**src/rtl/timer_pair_pkg.sv**
```systemverilog
// Package of offsets, fields, resets and modes for the dual timer block
package timer_pair_pkg;
  localparam int ADDR_W = 8;
  localparam int DATA_W = 8;
  localparam logic [7:0] OFS_CONTROL = 8'h88;
  localparam logic [7:0] OFS_MODE = 8'h89;
  localparam logic [7:0] OFS_A_LOW = 8'h8A;
  localparam logic [7:0] OFS_B_LOW = 8'h8B;
  localparam logic [7:0] OFS_A_HIGH = 8'h8C;
  localparam logic [7:0] OFS_B_HIGH = 8'h8D;
  localparam logic [7:0] OFS_PRESCALE = 8'h8E;
  localparam logic [7:0] OFS_IRQ_STATUS = 8'hF0;
  localparam logic [7:0] OFS_IRQ_MASK = 8'hF1;
  localparam int BIT_B_FLAG = 7;
  localparam int BIT_B_RUN = 6;
  localparam int BIT_A_FLAG = 5;
  localparam int BIT_A_RUN = 4;
  localparam int BIT_B_FAST = 4;
  localparam int BIT_A_FAST = 3;
  localparam int MODE_B_LSB = 4;
  localparam int MODE_A_LSB = 0;
  localparam int MODE_GATE = 3;
  localparam int MODE_SEL_LSB = 0;
  localparam int IRQ_A = 0;
  localparam int IRQ_B = 1;
  localparam logic [7:0] RESET_BYTE = 8'h00;
  localparam logic [3:0] DIV_SLOW = 4'hB;
  localparam logic [3:0] DIV_FAST = 4'h3;
  localparam logic [12:0] MAX13 = 13'h1FFF;
  localparam logic [7:0] MAX8 = 8'hFF;
  localparam logic [4:0] MAX5 = 5'h1F;
  typedef enum logic [1:0] {MODE_13BIT, MODE_16BIT, MODE_RELOAD, MODE_HALT} timer_mode_t;
endpackage

```
**src/rtl/dual_timer_count_control.sv**
```systemverilog
// Control, count registers and interrupt logic for two timers
// Operation
// Timer B overflow sets control bit 7
// Timer B flag cleared on service entry
// Timer A overflow sets control bit 5
// Timer A flag cleared on service entry
// Timer B run bit 6 holds count
// Timer A run bit 4 holds count
// Timer A bytes at 8AH, 8CH
// Timer B bytes at 8BH, 8DH
// Reset clears control and count bytes
// Count only when run and gate allow
// 13-bit mode rolls 1FFFh to zero
// 16-bit mode rolls FFFFH to zero
// Auto-reload low byte from high byte
// Count byte writes take effect immediately
`timescale 1ns/1ps
module dual_timer_count_control
  import timer_pair_pkg::*;
(
  input wire logic clock,
  input wire logic resetn,
  input wire logic [timer_pair_pkg::ADDR_W-1:0] address,
  input wire logic [timer_pair_pkg::DATA_W-1:0] write_data,
  input wire logic write_strobe,
  input wire logic read_strobe,
  output logic [timer_pair_pkg::DATA_W-1:0] read_data,
  input wire logic timer_a_service_entry,
  input wire logic timer_b_service_entry,
  input wire logic external_interrupt_pin_a,
  input wire logic external_interrupt_pin_b,
  output logic interrupt
);
  // Register state
  logic [7:0] control_q, control_d;
  logic [7:0] mode_q, mode_d;
  logic [7:0] prescale_q, prescale_d;
  logic [1:0] irq_status_q, irq_status_d;
  logic [1:0] irq_mask_q, irq_mask_d;
  logic [7:0] read_data_q, read_data_d;
  logic [3:0] div_a_q, div_a_d, div_b_q, div_b_d;
  logic tick_a, tick_b;
  logic ovf_a, ovf_b;
  logic [7:0] a_low, a_high, b_low, b_high;
  timer_mode_t mode_a, mode_b;

  function automatic logic hit(input logic strobe, input logic [7:0] addr,
    input logic [7:0] ofs);
    hit = strobe && (addr == ofs);
  endfunction

  function automatic logic [3:0] div_limit(input logic fast);
    div_limit = fast ? DIV_FAST : DIV_SLOW;
  endfunction

  assign mode_a = timer_mode_t'(mode_q[MODE_A_LSB+MODE_SEL_LSB +: 2]);
  assign mode_b = timer_mode_t'(mode_q[MODE_B_LSB+MODE_SEL_LSB +: 2]);

  // Peripheral clock dividers
  always_comb begin
    tick_a = (div_a_q >= div_limit(prescale_q[BIT_A_FAST]));
    tick_b = (div_b_q >= div_limit(prescale_q[BIT_B_FAST]));
    div_a_d = tick_a ? 4'h0 : div_a_q + 4'h1;
    div_b_d = tick_b ? 4'h0 : div_b_q + 4'h1;
  end

  always_ff @(posedge clock) begin
    if (!resetn) begin
      div_a_q <= 4'h0;
      div_b_q <= 4'h0;
    end else begin
      div_a_q <= div_a_d;
      div_b_q <= div_b_d;
    end
  end

  timer_count_unit timer_a (
    .clock(clock),
    .resetn(resetn),
    .tick(tick_a),
    .run(control_q[BIT_A_RUN]),
    .gate(mode_q[MODE_A_LSB+MODE_GATE]),
    .external_interrupt_pin(external_interrupt_pin_a),
    .mode(mode_a),
    .write_low(hit(write_strobe, address, OFS_A_LOW)),
    .write_high(hit(write_strobe, address, OFS_A_HIGH)),
    .wdata(write_data),
    .count_low(a_low),
    .count_high(a_high),
    .overflow(ovf_a)
  );

  timer_count_unit timer_b (
    .clock(clock),
    .resetn(resetn),
    .tick(tick_b),
    .run(control_q[BIT_B_RUN]),
    .gate(mode_q[MODE_B_LSB+MODE_GATE]),
    .external_interrupt_pin(external_interrupt_pin_b),
    .mode(mode_b),
    .write_low(hit(write_strobe, address, OFS_B_LOW)),
    .write_high(hit(write_strobe, address, OFS_B_HIGH)),
    .wdata(write_data),
    .count_low(b_low),
    .count_high(b_high),
    .overflow(ovf_b)
  );

  // Control, mode and interrupt registers
  always_comb begin
    control_d = control_q;
    mode_d = mode_q;
    prescale_d = prescale_q;
    irq_mask_d = irq_mask_q;
    irq_status_d = irq_status_q;
    if (hit(write_strobe, address, OFS_CONTROL)) begin
      control_d = write_data;
    end
    if (hit(write_strobe, address, OFS_MODE)) begin
      mode_d = write_data;
    end
    if (hit(write_strobe, address, OFS_PRESCALE)) begin
      prescale_d = write_data & 8'h18;
    end
    if (hit(write_strobe, address, OFS_IRQ_MASK)) begin
      irq_mask_d = write_data[1:0];
    end
    if (hit(write_strobe, address, OFS_IRQ_STATUS)) begin
      irq_status_d = irq_status_q & ~write_data[1:0];
    end
    if (timer_a_service_entry) begin
      control_d[BIT_A_FLAG] = 1'b0;
    end
    if (timer_b_service_entry) begin
      control_d[BIT_B_FLAG] = 1'b0;
    end
    if (ovf_a) begin
      control_d[BIT_A_FLAG] = 1'b1;
      irq_status_d[IRQ_A] = 1'b1;
    end
    if (ovf_b) begin
      control_d[BIT_B_FLAG] = 1'b1;
      irq_status_d[IRQ_B] = 1'b1;
    end
  end

  // Read mux
  always_comb begin
    read_data_d = 8'h00;
    if (read_strobe) begin
      case (address)
        OFS_CONTROL: read_data_d = control_q;
        OFS_MODE: read_data_d = mode_q;
        OFS_A_LOW: read_data_d = a_low;
        OFS_A_HIGH: read_data_d = a_high;
        OFS_B_LOW: read_data_d = b_low;
        OFS_B_HIGH: read_data_d = b_high;
        OFS_PRESCALE: read_data_d = prescale_q;
        OFS_IRQ_STATUS: read_data_d = {6'h00, irq_status_q};
        OFS_IRQ_MASK: read_data_d = {6'h00, irq_mask_q};
        default: read_data_d = 8'h00;
      endcase
    end
  end

  always_ff @(posedge clock) begin
    if (!resetn) begin
      control_q <= RESET_BYTE;
      mode_q <= RESET_BYTE;
      prescale_q <= RESET_BYTE;
      irq_status_q <= 2'h0;
      irq_mask_q <= 2'h0;
      read_data_q <= 8'h00;
    end else begin
      control_q <= control_d;
      mode_q <= mode_d;
      prescale_q <= prescale_d;
      irq_status_q <= irq_status_d;
      irq_mask_q <= irq_mask_d;
      read_data_q <= read_data_d;
    end
  end

  assign read_data = read_data_q;
  assign interrupt = |(irq_status_q & irq_mask_q);
endmodule // dual_timer_count_control

```
**src/rtl/timer_count_unit.sv**
```systemverilog
// One timer counter with its count bytes, modes and overflow event
`timescale 1ns/1ps
module timer_count_unit
  import timer_pair_pkg::*;
(
  input wire logic clock,
  input wire logic resetn,
  input wire logic tick,
  input wire logic run,
  input wire logic gate,
  input wire logic external_interrupt_pin,
  input wire timer_pair_pkg::timer_mode_t mode,
  input wire logic write_low,
  input wire logic write_high,
  input wire logic [7:0] wdata,
  output logic [7:0] count_low,
  output logic [7:0] count_high,
  output logic overflow
);
  logic [7:0] low_q, low_d, high_q, high_d;
  logic ovf_d;
  logic step;

  assign step = tick && run && (!gate || external_interrupt_pin);

  always_comb begin
    low_d = low_q;
    high_d = high_q;
    ovf_d = 1'b0;
    if (step) begin
      case (mode)
        MODE_13BIT: begin
          if ({high_q, low_q[4:0]} == MAX13) begin
            high_d = 8'h00;
            low_d = {low_q[7:5], 5'h00};
            ovf_d = 1'b1;
          end else if (low_q[4:0] == MAX5) begin
            low_d = {low_q[7:5], 5'h00};
            high_d = high_q + 8'h01;
          end else begin
            low_d = {low_q[7:5], low_q[4:0] + 5'h01};
          end
        end
        MODE_16BIT: begin
          {high_d, low_d} = {high_q, low_q} + 16'h0001;
          ovf_d = ({high_q, low_q} == 16'hFFFF);
        end
        MODE_RELOAD: begin
          if (low_q == MAX8) begin
            low_d = high_q;
            ovf_d = 1'b1;
          end else begin
            low_d = low_q + 8'h01;
          end
        end
        default: begin
          low_d = low_q;
        end
      endcase
    end
    if (write_low) begin
      low_d = wdata;
    end
    if (write_high) begin
      high_d = wdata;
    end
  end

  always_ff @(posedge clock) begin
    if (!resetn) begin
      low_q <= RESET_BYTE;
      high_q <= RESET_BYTE;
    end else begin
      low_q <= low_d;
      high_q <= high_d;
    end
  end

  assign count_low = low_q;
  assign count_high = high_q;
  assign overflow = ovf_d;
endmodule // timer_count_unit

```
**config.mk**
```make
export PLATFORM = sky130hd
export DESIGN_NAME = dual_timer_count_control
export DESIGN_NICKNAME = d
export VERILOG_FILES = /design/src/rtl/timer_pair_pkg.sv /design/src/rtl/dual_timer_count_control.sv /design/src/rtl/timer_count_unit.sv
export SDC_FILE = /design/constraint.sdc
export NUM_CORES = 1
export LEC_CHECK = 0
export ABC_AREA = 1
export BUFFER_PORTS_ARGS = -buffer_cell sky130_fd_sc_hd__buf_2
export CORE_MARGIN = 5
export CORE_UTILIZATION = 54
export CTS_CLUSTER_DIAMETER = 40
export CTS_CLUSTER_SIZE = 12
export DETAILED_ROUTE_END_ITERATION = 8
export PLACE_DENSITY = 0.69
export SLEW_MARGIN = 20
export SYNTH_ARGS = -nofsm -noshare
export SYNTH_HDL_FRONTEND = slang
export SYNTH_HIERARCHICAL = 1
export SYNTH_SLANG_ARGS = --single-unit
```
**constraint.sdc**
```tcl
create_clock -name clock -period 3.77 [get_ports clock]
set_input_delay 0.5655 -clock clock [delete_from_list [all_inputs] [get_ports clock]]
set_output_delay 0.5655 -clock clock [all_outputs]
set_load 0.02 [all_outputs]
```
== Word-level counts from Yosys, hierarchy flattened ==
Cells that the tools add are included.

* Bits in latches: 0
* Input bits: 24
* Memories kept: 0
* Memory bits (read-only): 0
* RAM bits: 0
* Bits in registers: 70
* Word-level logic and storage cells: 142
* Output and inout port bits: 9

* Bitwise operators: 4
* $lt $le $gt $ge: 2
* Shift-type cells: 0
* $mul: 0
* Equal/unequal tests: 25
* Mux-type cells: 41
* Div/mod/pow operators: 0
* Reduce and logical (&&, ||, !) cells: 43
* Add/sub/neg operators: 10

{| class="wikitable"
|+ Operator list
! cell !! number
|-
| 2-to-1 mux 8 bit || 17
|-
| == test 8 bit (second input constant) || 11
|-
| case mux 8 bit (9 select lines) || 1
|-
| case mux 8 bit (3 select lines) || 2
|-
| adder 16 x 1 -> 16 bit (second input constant) || 2
|-
| adder 8 x 1 -> 8 bit (second input constant) || 4
|-
| == test 16 bit (second input constant) || 2
|-
| case mux 8 bit (2 select lines) || 2
|-
| == test 13 bit (second input constant) || 2
|-
| nonzero test 3 bit || 6
|-
| logical AND 1 bit || 13
|-
| 2-to-1 mux 1 bit || 12
|-
| AND reduction 3 bit || 4
|-
| nonzero test 2 bit || 6
|-
| adder 5 x 1 -> 5 bit (second input constant) || 2
|-
| == test 5 bit (second input constant) || 2
|-
| 2-to-1 mux 5 bit || 2
|-
| adder 4 x 1 -> 4 bit (second input constant) || 2
|-
| greater-or-equal comparator 4 bit || 2
|-
| 2-to-1 mux 4 bit || 2
|-
| != test 4 x 1 -> 1 bit (second input constant) || 2
|-
| nonzero test 4 bit || 2
|-
| case mux 1 bit (3 select lines) || 2
|-
| AND reduction 2 bit || 3
|-
| other kinds (11) || 20
|}

== Longest topological paths before layout ==
Gate-level depths: netlist of run 1.

* Depth in word-level cells: 6
* Mapped depth: 14

== Hierarchy ==
Netlist of run 1, hierarchy kept.

{| class="wikitable"
|+ Modules (own cells, without submodules)
! module !! area each (µm²) !! instances !! cells an instance
|-
| timer_count_unit || 1,657.8 || 2 || 279
|-
| dual_timer_count_control || 2,135.8 || 1 || 312
|}

== Worst setup path before layout of run 1 ==
No wires, ideal clock.

* Path type: input to register
* Start point: input address[5] in the netlist's numbering
* End point: register timer_a.high_q[3], in the netlist timer_a/count_high[3]
* Arrival: 1.938 ns
* Data required time: 3.651 ns
* Path buffers: 1
* Slack: 1.713 ns
* Stages on the path: 13
* Cells stage by stage: inv_1 > nand2_1 > nor2_8 > buf_6 > nand2_1 > nor2_1 > inv_1 > a21oi_1 > nand2_4 > clkinv_2 > nand2_1 > nand2_1 > a21oi_1

* Cells in the longest elaborated chain, start to end: 4

{| class="wikitable"
|+ RTL lines
! element !! RTL line !! RTL
|-
| from (decl) || dual_timer_count_control.sv:23 || <nowiki>input wire logic [timer_pair_pkg::ADDR_W-1:0] address,</nowiki>
|-
| == test 8 bit * || dual_timer_count_control.sv:49 || <nowiki>hit = strobe && (addr == ofs);</nowiki>
|-
| logical AND 1 bit * || dual_timer_count_control.sv:49 ||
|-
| != test 4 x 1 -> 1 bit (no line), or another cell as far along || n/a ||
|-
| AND reduction 3 bit (no line) || n/a ||
|-
| to (signal assigned) || timer_count_unit.sv:75 || <nowiki>high_q <= high_d;</nowiki>
|-
| to (decl) || timer_count_unit.sv:20 || <nowiki>logic [7:0] low_q, low_d, high_q, high_d;</nowiki>
|}

Mark *: on every way between the ends. The rest lies on a longest branch, timed or not.
A chain may end at the register's enable or synchronous reset.

== Worst setup path in the final report of run 1 ==
* Start point: register timer_b.high_q[0], in the netlist timer_b/count_high[0]
* End point: register control_q[7]

* Cells in the longest elaborated chain, start to end: 5

{| class="wikitable"
|+ RTL lines
! element !! RTL line !! RTL
|-
| from (decl) || timer_count_unit.sv:20 ||
|-
| from (signal assigned) || timer_count_unit.sv:75 ||
|-
| == test 13 bit || timer_count_unit.sv:33 || <nowiki>if ({high_q, low_q[4:0]} == MAX13) begin</nowiki>
|-
| 2-to-1 mux 1 bit || timer_count_unit.sv:33 ||
|-
| case mux 1 bit (3 select lines) * || timer_count_unit.sv:31 || <nowiki>case (mode)</nowiki>
|-
| 2-to-1 mux 1 bit * || timer_count_unit.sv:30 || <nowiki>if (step) begin</nowiki>
|-
| via ovf_b || dual_timer_count_control.sv:43 || <nowiki>logic ovf_a, ovf_b;</nowiki>
|-
| nonzero test 3 bit (no line) or 2-to-1 mux 1 bit (tied branches) || n/a ||
|-
| to (signal assigned) || dual_timer_count_control.sv:175 || <nowiki>control_q <= control_d;</nowiki>
|-
| to (decl) || dual_timer_count_control.sv:35 || <nowiki>logic [7:0] control_q, control_d;</nowiki>
|}

Mark *: on every way through the listed nets, which the timed path passes. The rest lies on a longest branch.

==> metrics.cfg, run 1 <==
[detailed_routing]
first_pass_iters = 5
detail-route-antenna-nets = 0
via_per_inst = 5.75
route.detailed.drc = 0
first_iter_violations = 639
vias = 5968
totalWireLength_um = 17700
wl_per_cell_um = 17.1

[synth]
synthDistinctLibCells = 40
synth-main-ff-cell = dfxtp_1
async_flop_share_pct = 0
synth_xor_xnor_area_share_pct = 1.29
ys_seq_area_share_pct = 25.7
syn_avg_cell_area_um2 = 6.27
synth_top_family_by_area = simple AND/OR/NAND/NOR gates
synth_edf_count = 0
netlist_area_um2 = 5450
synth_simple_gate_area_share_pct = 43.7
synth_nets = 914
synth_mux_area_share_pct = 0
yosysMostFrequentCell = nand2_1
synth_compound_area_share_pct = 14.2
syn_inst = 870
ys_ff_latch = 70
netlist_top_cells_area = dfxtp_1 (26%), nand2_1 (12%), nand3_1 (9.6%), nor2_1 (8.5%), inv_1 (7.6%)
yosys.area.top_type = dfxtp_1
netlist.area_leader.share_pct = 25.7
synth-warning-count = 6
synth.top_cells.by_count = nand2_1 (180), nor2_1 (123), inv_1 (110), nand3_1 (105), dfxtp_1 (70)
synth_fa_ha_area_share_pct = 4.59

[worst_setup_path]
ff2ff_setup_slack_ns = 1.21
endpoint_kind = flip-flop
required_ns = 4.02
critPathKind = reg2reg
arrival_ns = 2.81
startpoint = timer_b/count_high[0]
startpoint_type = flip-flop
r2r_start = timer_b/count_high[0]
critical_path.max_fanout = 7

[run]
drv_cap = 0

[sta]
rsz0062_at_grt = false
worst_slack_ns = 1.21
fin_worst_skew_ns = 0.00949
tightest_slew_ns = 0.724
timing.final.crit_share_pct = 67.8
maxSlewViolCount = 0
fmax_mhz = 391
slew-limit-headroom_pct = 51.7
finalCriticalPeriod_ns = 2.56
hold_violations = 0
fin_hold_ws_ns = 0.451
finalSetupViolCount = 0
final.setup.tns_ns = 0

[clock_network]
clk_path_buf_depth = 2
htree_num_levels = 3
clock-sinks = 70
cts-root-buf = clkbuf_8
ctsResizeCount = 0
clk_latency_ns = 0.35
clk_pin_slew_ns = 0.08
post_cts_buffers = 0
hold_buffers = 0
cts_buffers = 9
cts_tree = done

[floorplanning]
die_width_um = 110
initial_core_util_pct = 55.5
io_pins = 33
fp-row-count = 36
core_area_um2 = 9820
dieArea_um2 = 12200
die_h_um = 110

[global_routing]
antenna_found_initial = 0
grt_pass1_vias = 5424
grt_pass1_wl_um = 27600
grt-ovfl-total = 0
globalRouteTotalUtil_pct = 27.8
grt_max_degree = 35

[power_and_ir_drop]
leakage_nw = 2.70
powerDensity_nw_per_um2 = 260
irDropWorstVdd_mv = 0.207

[placement]
placed_cell_area_um2 = 5680
port_buffers = 32
dp_slack_ns = 0.933
dp_hpwl_um = 13500
gp_congestion = 0.989

[finish]
utilization_pct = 60.1
stdcell_area_um2 = 5900
n_antenna_cell = 0
nets = 944
area_delta_synth_final_pct = 8.29
drive_gt1_share_pct = 11.5

[min_path]
hold_class = reg2reg
hold_path_startpoint = div_b_q[0]

[status]
outcome = completed

[cells in the final DEF, fill, tap and decap left out, types with 2 or more instances in the layout]
| master | n |
|---|---|
| a21o_1 | 2 |
| a21oi_1 | 68 |
| a21oi_2 | 2 |
| a31oi_1 | 2 |
| buf_2 | 32 |
| buf_4 | 3 |
| bufinv_16 | 2 |
| clkbuf_8 | 9 |
| clkinv_1 | 5 |
| clkinv_2 | 4 |
| clkinv_4 | 2 |
| dfxtp_1 | 70 |
| ha_1 | 20 |
| inv_1 | 110 |
| inv_4 | 2 |
| nand2_1 | 180 |
| nand2_2 | 13 |
| nand2_4 | 3 |
| nand3_1 | 105 |
| nand3_2 | 5 |
| nand3_4 | 3 |
| nand4_1 | 23 |
| nand4_4 | 2 |
| nor2_1 | 123 |
| nor2_2 | 2 |
| nor2_4 | 8 |
| nor2_8 | 4 |
| nor3_1 | 17 |
| nor3_2 | 2 |
| nor3b_1 | 2 |
| o211a_1 | 2 |
| o211ai_1 | 6 |
| o21a_1 | 2 |
| o21ai_0 | 38 |
| o21ai_1 | 15 |
| o21ai_2 | 2 |
| o21bai_1 | 2 |
| or2_2 | 2 |
| xor2_1 | 8 |
[worst paths after layout]
check | cells after the start | endpoint
max | 11 | control_q[7]
min | 1 | div_b_q[0]
max reg2reg | 11 | control_q[7]
min reg2reg | 1 | div_b_q[0]
[per-layer routing]
| layer | vias up | global-route usage (%) | part of all wire, % |
|---|---|---|---|
| met5 | - | 0 | 0 |
| met4 | 0 | 10.0 | 2.4 |
| met3 | 32 | 3.77 | 6.9 |
| met2 | 222 | 47.2 | 48 |
| met1 | 2796 | 35.9 | 43 |
| li1 | 2918 | - | - |
[worst max-delay path: stages (launching register included)]
cell	delay (ns)
dfxtp_1	0.55
ha_1	0.24
nand2_1	0.15
nor3_1	0.30
nand4_1	0.19
o211a_1	0.16
nor3_1	0.45
nor2_1	0.11
nand3_1	0.10
nand3_1	0.09
nand2_1	0.06
inv_1	0.05
[cell families (layout without fill, tap and decap cells)]
family	Yosys count	in the layout
compound gates	142	142
fa+ha+maj	20	20
simple gates	494	494
xor+xnor	8	8
flops	70	70
buf+inv	136	171
[stage by stage]
stage	total power [mW]	cells
after global placement	0.860	1022
final	1.53	1038
after floorplan	0.817	870
after global routing	1.59	1038
after CTS	1.54	1038
after detailed placement	0.864	1022
[report_power, final]
part / total (mW) / leakage, nW / internal (mW) / switching [mW]
registers: 0.750 / 0.565 / 0.745 / 0.00484
clock network: 0.685 / 0.114 / 0.375 / 0.310
logic: 0.0983 / 2.02 / 0.0251 / 0.0732
[state kept, by name, summed over array words and instances, names as in the netlist]
name,flops
control_q,8
div_a_q,4
div_b_q,4
irq_mask_q,2
irq_status_q,2
mode_q,8
prescale_q,2
read_data,8
timer_a/count_high,8
timer_a/count_low,8
timer_b/count_high,8
timer_b/count_low,8
[cell type report]
cell class / count / area [um2]
fill: 1016 / 3920
multi-input combinational: 664 / 3470
sequential: 70 / 1400
inverter: 120 / 458
timing repair buffer: 35 / 183
tap: 133 / 166
clock buffer: 9 / 124
clock inverter: 7 / 96.3
Note: power is estimated with default switching activity, not from simulation.
==> inputs of run 2 (changes only) <==
==> constraint.sdc (replaced) <==
create_clock -name clock -period 2.44 [get_ports clock]
set_input_delay 0.366 -clock clock [delete_from_list [all_inputs] [get_ports clock]]
set_output_delay 0.366 -clock clock [all_outputs]
set_load 0.02 [all_outputs]
==> run 2 against run 1 <==
- critical path depth rose by 1
- design area rose by 2.0%
- first-iteration DRC count fell by 14%
- count of clock-buffer cells in the layout rose by 1
- combinational power rose by 59%
- sequential power rose by 55%
- non-clock buffer count rose by 18
- setup slack got worse by 1.0 ns
- power rose by 50%
- register-to-register slack got worse by 1.0 ns
- clock power rose by 43%
- utilization rose by 1.2 points
- critical path type unchanged
- largest power group unchanged
==> metrics.cfg, run 2 (synthesized netlist as in run 1, its figures left out) <==
[worst_setup_path]
arrival_ns = 2.52
required_ns = 2.71
critical_path.max_fanout = 4
critPathKind = reg2reg
startpoint_type = flip-flop
endpoint_kind = flip-flop

[clock_network]
clock-sinks = 70
htree_num_levels = 3
clk_path_buf_depth = 2
clk_pin_slew_ns = 0.08
post_cts_buffers = 0
cts_tree = done
cts_buffers = 9
cts-root-buf = clkbuf_8
clk_latency_ns = 0.36

[sta]
finalSetupViolCount = 0
slew-limit-headroom_pct = 64.7
fmax_mhz = 445
maxSlewViolCount = 0
finalCriticalPeriod_ns = 2.25
rsz0062_at_grt = false
fin_worst_skew_ns = 0.0101
tightest_slew_ns = 0.527
final.setup.tns_ns = 0
timing.final.crit_share_pct = 92.1
hold_violations = 0

[global_routing]
globalRouteTotalUtil_pct = 28.5
grt_max_degree = 25
grt_pass1_wl_um = 28500
grt_pass1_vias = 5794
grt-ovfl-total = 0
antenna_found_initial = 0

[status]
outcome = completed

[placement]
port_buffers = 32
gp_congestion = 1.01
dp_hpwl_um = 13400

[run]
drv_cap = 0

[detailed_routing]
route.detailed.drc = 0
wl_per_cell_um = 16.7
routed-wl-met3_um = 1590
drt-met1-wl_um = 7280
vias = 6135
top_layer = met4
via_per_inst = 5.82
detail-route-antenna-nets = 0
wl_met2_um = 8060
first_iter_violations = 550
first_pass_iters = 9
totalWireLength_um = 17600

[floorplanning]
fp-row-count = 36
initial_core_util_pct = 55.5
dieArea_um2 = 12200
die_h_um = 110
io_pins = 33
core_area_um2 = 9820
die_width_um = 110

[power_and_ir_drop]
powerDensity_nw_per_um2 = 381
irDropWorstVdd_mv = 0.296
leakage_nw = 2.78
power_mw = 2.30

[min_path]
hold_class = in2reg

[finish]
final_common_cell = nand2_1
layout_common_cells = nand2_1 (180), nor2_1 (123), inv_1 (110), nand3_1 (105), dfxtp_1 (70)
nets = 962
multiInputGateArea_um2 = 3480
regArea_um2 = 1400
num-fill-cells = 1016
drive_gt1_share_pct = 13.2
area_delta_synth_final_pct = 10.4
n_antenna_cell = 0

## run 2: cell type report
type / instances / area share, %
Sequential cell: 70 / 23.3
Clock buffer: 10 / 2.29
Multi-Input combinational cell: 664 / 57.8
Timing Repair Buffer: 53 / 5.28
Clock inverter: 5 / 0.977
Tap cell: 133 / 2.76
Inverter: 120 / 7.61
## run 2: metal layers
layer	vias up	track usage, %
met4	0	14.4
met1	2806	35.5
li1	2954	-
met2	311	47.6
met5	-	0
met3	64	4.27
## run 2: worst max-delay path, stage by stage, from the launching register on
cell	delay (ns)
dfxtp_1	0.33
ha_1	0.27
inv_1	0.03
o21bai_1	0.23
nand2_1	0.09
a21oi_1	0.31
inv_1	0.18
nor3_1	0.36
nor2_1	0.09
nand3_1	0.09
nand3_1	0.08
nand2_1	0.06
inv_1	0.04
## run 2: power breakdown
part | switching [mW] | total, mW | leakage [nW] | internal [mW]
Sequential | 0.00683 | 1.16 | 0.565 | 1.15
Combinational | 0.115 | 0.156 | 2.12 | 0.0410
Clock | 0.485 | 0.981 | 0.0948 | 0.496
## run 2: worst paths after layout
path            startpoint            to  slack (ns)  cells after the start
min reg2reg     div_b_q[0]    div_b_q[0]        0.45                      1
max             div_a_q[3]  control_q[5]        0.19                     12
max reg2reg     div_a_q[3]  control_q[5]        0.19                     12
min          write_data[6]  control_q[6]        0.39                      3
## run 2: timing repair
item                                    in CTS  in global routing
endpoints found under the setup margin       0                  1
hold buffers                                 0                  0
gates resized for setup                      0                  1
endpoints found under the hold margin        0                  0
## run 2: through the flow
stage | area, um2 | instances | util, % | worst slack, ns | hold slack (ns)
6_report | 6020 | 1055 | 61.3 | 0.192 | 0.386
5_1_grt | 6020 | 1055 | 61.3 | 0.0428 | 0.384
4_1_cts | 6010 | 1055 | 61.3 | 0.135 | 0.360
3_5_place_dp | 5820 | 1040 | 59.3 | 0.138 | 0.442
3_3_place_gp | 5820 | 1040 | 59.3 | 0.183 | 0.429
2_1_floorplan | 5450 | 870 | - | 0.582 | 0.418
==> inputs of run 3 (changes only) <==
--- a/config.mk
+++ b/config.mk
@@ -6,7 +6,7 @@
 export NUM_CORES = 1
 export LEC_CHECK = 0
 export ABC_AREA = 1
-export BUFFER_PORTS_ARGS = -buffer_cell sky130_fd_sc_hd__buf_2
+export BUFFER_PORTS_ARGS = -buffer_cell sky130_fd_sc_hd__buf_4
 export CORE_MARGIN = 5
 export CORE_UTILIZATION = 54
 export CTS_CLUSTER_DIAMETER = 40
==> run 3 against run 2 <==
- sequential cell count did not move
- count of clock-buffer cells in the layout did not move
- routed wire length rose by 2.7%
- design area rose by 2.3%
==> metrics.cfg, run 3 (synthesized netlist as in run 1, its figures left out) <==
[sta]
finalCriticalPeriod_ns = 2.32
maxSlewViolCount = 0
finalSetupViolCount = 0
fin_worst_skew_ns = 0.0143
timing.final.crit_share_pct = 95.1
worst_slack_ns = 0.119
tightest_slew_ns = 0.554
rsz0062_at_grt = false
hold_violations = 0
slew-limit-headroom_pct = 62.9
final.setup.tns_ns = 0
fmax_mhz = 431

[detailed_routing]
totalWireLength_um = 18100
wl_per_cell_um = 17.0
first_pass_iters = 8
vias = 6039
first_iter_violations = 581
detail-route-antenna-nets = 0
route.detailed.drc = 0
via_per_inst = 5.70

[finish]
n_antenna_cell = 0
area_delta_synth_final_pct = 12.9
drive_gt1_share_pct = 13.7
final_common_cell = nand2_1
utilization_pct = 62.7
num-fill-cells = 989
regArea_um2 = 1400
layout_common_cells = nand2_1 (180), nor2_1 (123), inv_1 (110), nand3_1 (105), dfxtp_1 (69)
multiInputGateArea_um2 = 3480
nets = 966

[floorplanning]
die_h_um = 110
initial_core_util_pct = 55.5
core_area_um2 = 9820
dieArea_um2 = 12200
die_width_um = 110
io_pins = 33
fp-row-count = 36

[power_and_ir_drop]
seqPwrFrac_pct = 48.2
irDropWorstVdd_mv = 0.276
netSwitchingFraction_pct = 25.6
pwr-share-clk_pct = 44.8
combPwrFrac_pct = 7.0
p_int_mw = 1.79
switching_power_mw = 0.616
leakage_nw = 2.83
powerDensity_nw_per_um2 = 390

[global_routing]
grt_max_degree = 23
globalRouteTotalUtil_pct = 29.1
grt_pass1_wl_um = 28900
grt_pass1_vias = 5622
antenna_found_initial = 0
grt-ovfl-total = 0

[min_path]
hold_class = in2reg

[clock_network]
htree_num_levels = 3
clock-sinks = 70
hold_buffers = 0
cts_tree = done
ctsResizeCount = 1
cts-root-buf = clkbuf_8
post_cts_buffers = 0
clk_path_buf_depth = 2
cts_buffers = 9
clk_pin_slew_ns = 0.09
clk_latency_ns = 0.37

[placement]
dp_slack_ns = -0.0989
port_buffers = 32
gp_congestion = 0.987
dp_hpwl_um = 13900

[worst_setup_path]
required_ns = 2.72
endpoint_kind = flip-flop
critical_path.max_fanout = 7
startpoint_type = flip-flop
arrival_ns = 2.60
critPathKind = reg2reg

[run]
drv_cap = 0

[status]
outcome = completed

run 3: worst max-delay path: stages (launching register included):
cell and delay (ns):
dfxtp_1 0.49, ha_1 0.24, nand2_2 0.08, nor2_4 0.20, nand3_4 0.17, inv_1 0.11, nand4_1 0.13, o211a_1 0.18
nor3_2 0.27, nor2_1 0.09, nand3_1 0.09, nand3_1 0.08, nand2_1 0.06, inv_1 0.04
run 3: through the flow:
stage | instance area (um2) | cells | hold slack, ns | power [mW]
after CTS | 6150 | 1060 | 0.333 | 2.40
after detailed placement | 5930 | 1044 | 0.439 | 1.35
after global routing | 6160 | 1060 | 0.331 | 2.48
final | 6160 | 1060 | 0.343 | 2.40
after floorplan | 5450 | 870 | 0.418 | 1.26
after global placement | 5930 | 1044 | 0.429 | 1.35
run 3: area by class of cell:
type / instances / share of cell area [%]
Inverter: 120 / 7.44
Multi-Input combinational cell: 664 / 56.5
Sequential cell: 70 / 22.8
Tap cell: 133 / 2.70
Clock buffer: 10 / 2.07
Timing Repair Buffer: 57 / 6.95
Clock inverter: 6 / 1.52
run 3: final timing paths:
| check | start | to | slack [ns] | cells after the start |
|---|---|---|---|---|
| worst max-delay path | timer_b/count_low[0] | control_q[7] | 0.12 | 13 |
| worst min-delay path | write_data[6] | control_q[6] | 0.34 | 3 |
| worst max register to register | timer_b/count_low[0] | control_q[7] | 0.12 | 13 |
| worst min register to register | mode_q[2] | mode_q[2] | 0.45 | 2 |
run 3: routing by layer:
metal | part of all wire [%] | track usage, % | up-vias | routed length (um)
li1 | - | - | 2957 | -
met1 | 42 | 37.9 | 2738 | 7590
met3 | 7.9 | 4.27 | 50 | 1430
met2 | 46 | 47.7 | 294 | 8370
met4 | 3.8 | 13.1 | 0 | 685
met5 | 0 | 0 | - | 0
run 3: power by group through the flow:
stage / Combinational, mW / Clock [mW] / Sequential, mW
final: 0.168 / 1.08 / 1.16
after global routing: 0.183 / 1.14 / 1.16
after CTS: 0.166 / 1.08 / 1.16
after global placement: 0.162 / 0 / 1.18
after detailed placement: 0.165 / 0 / 1.19
after floorplan: 0.0791 / 0 / 1.18
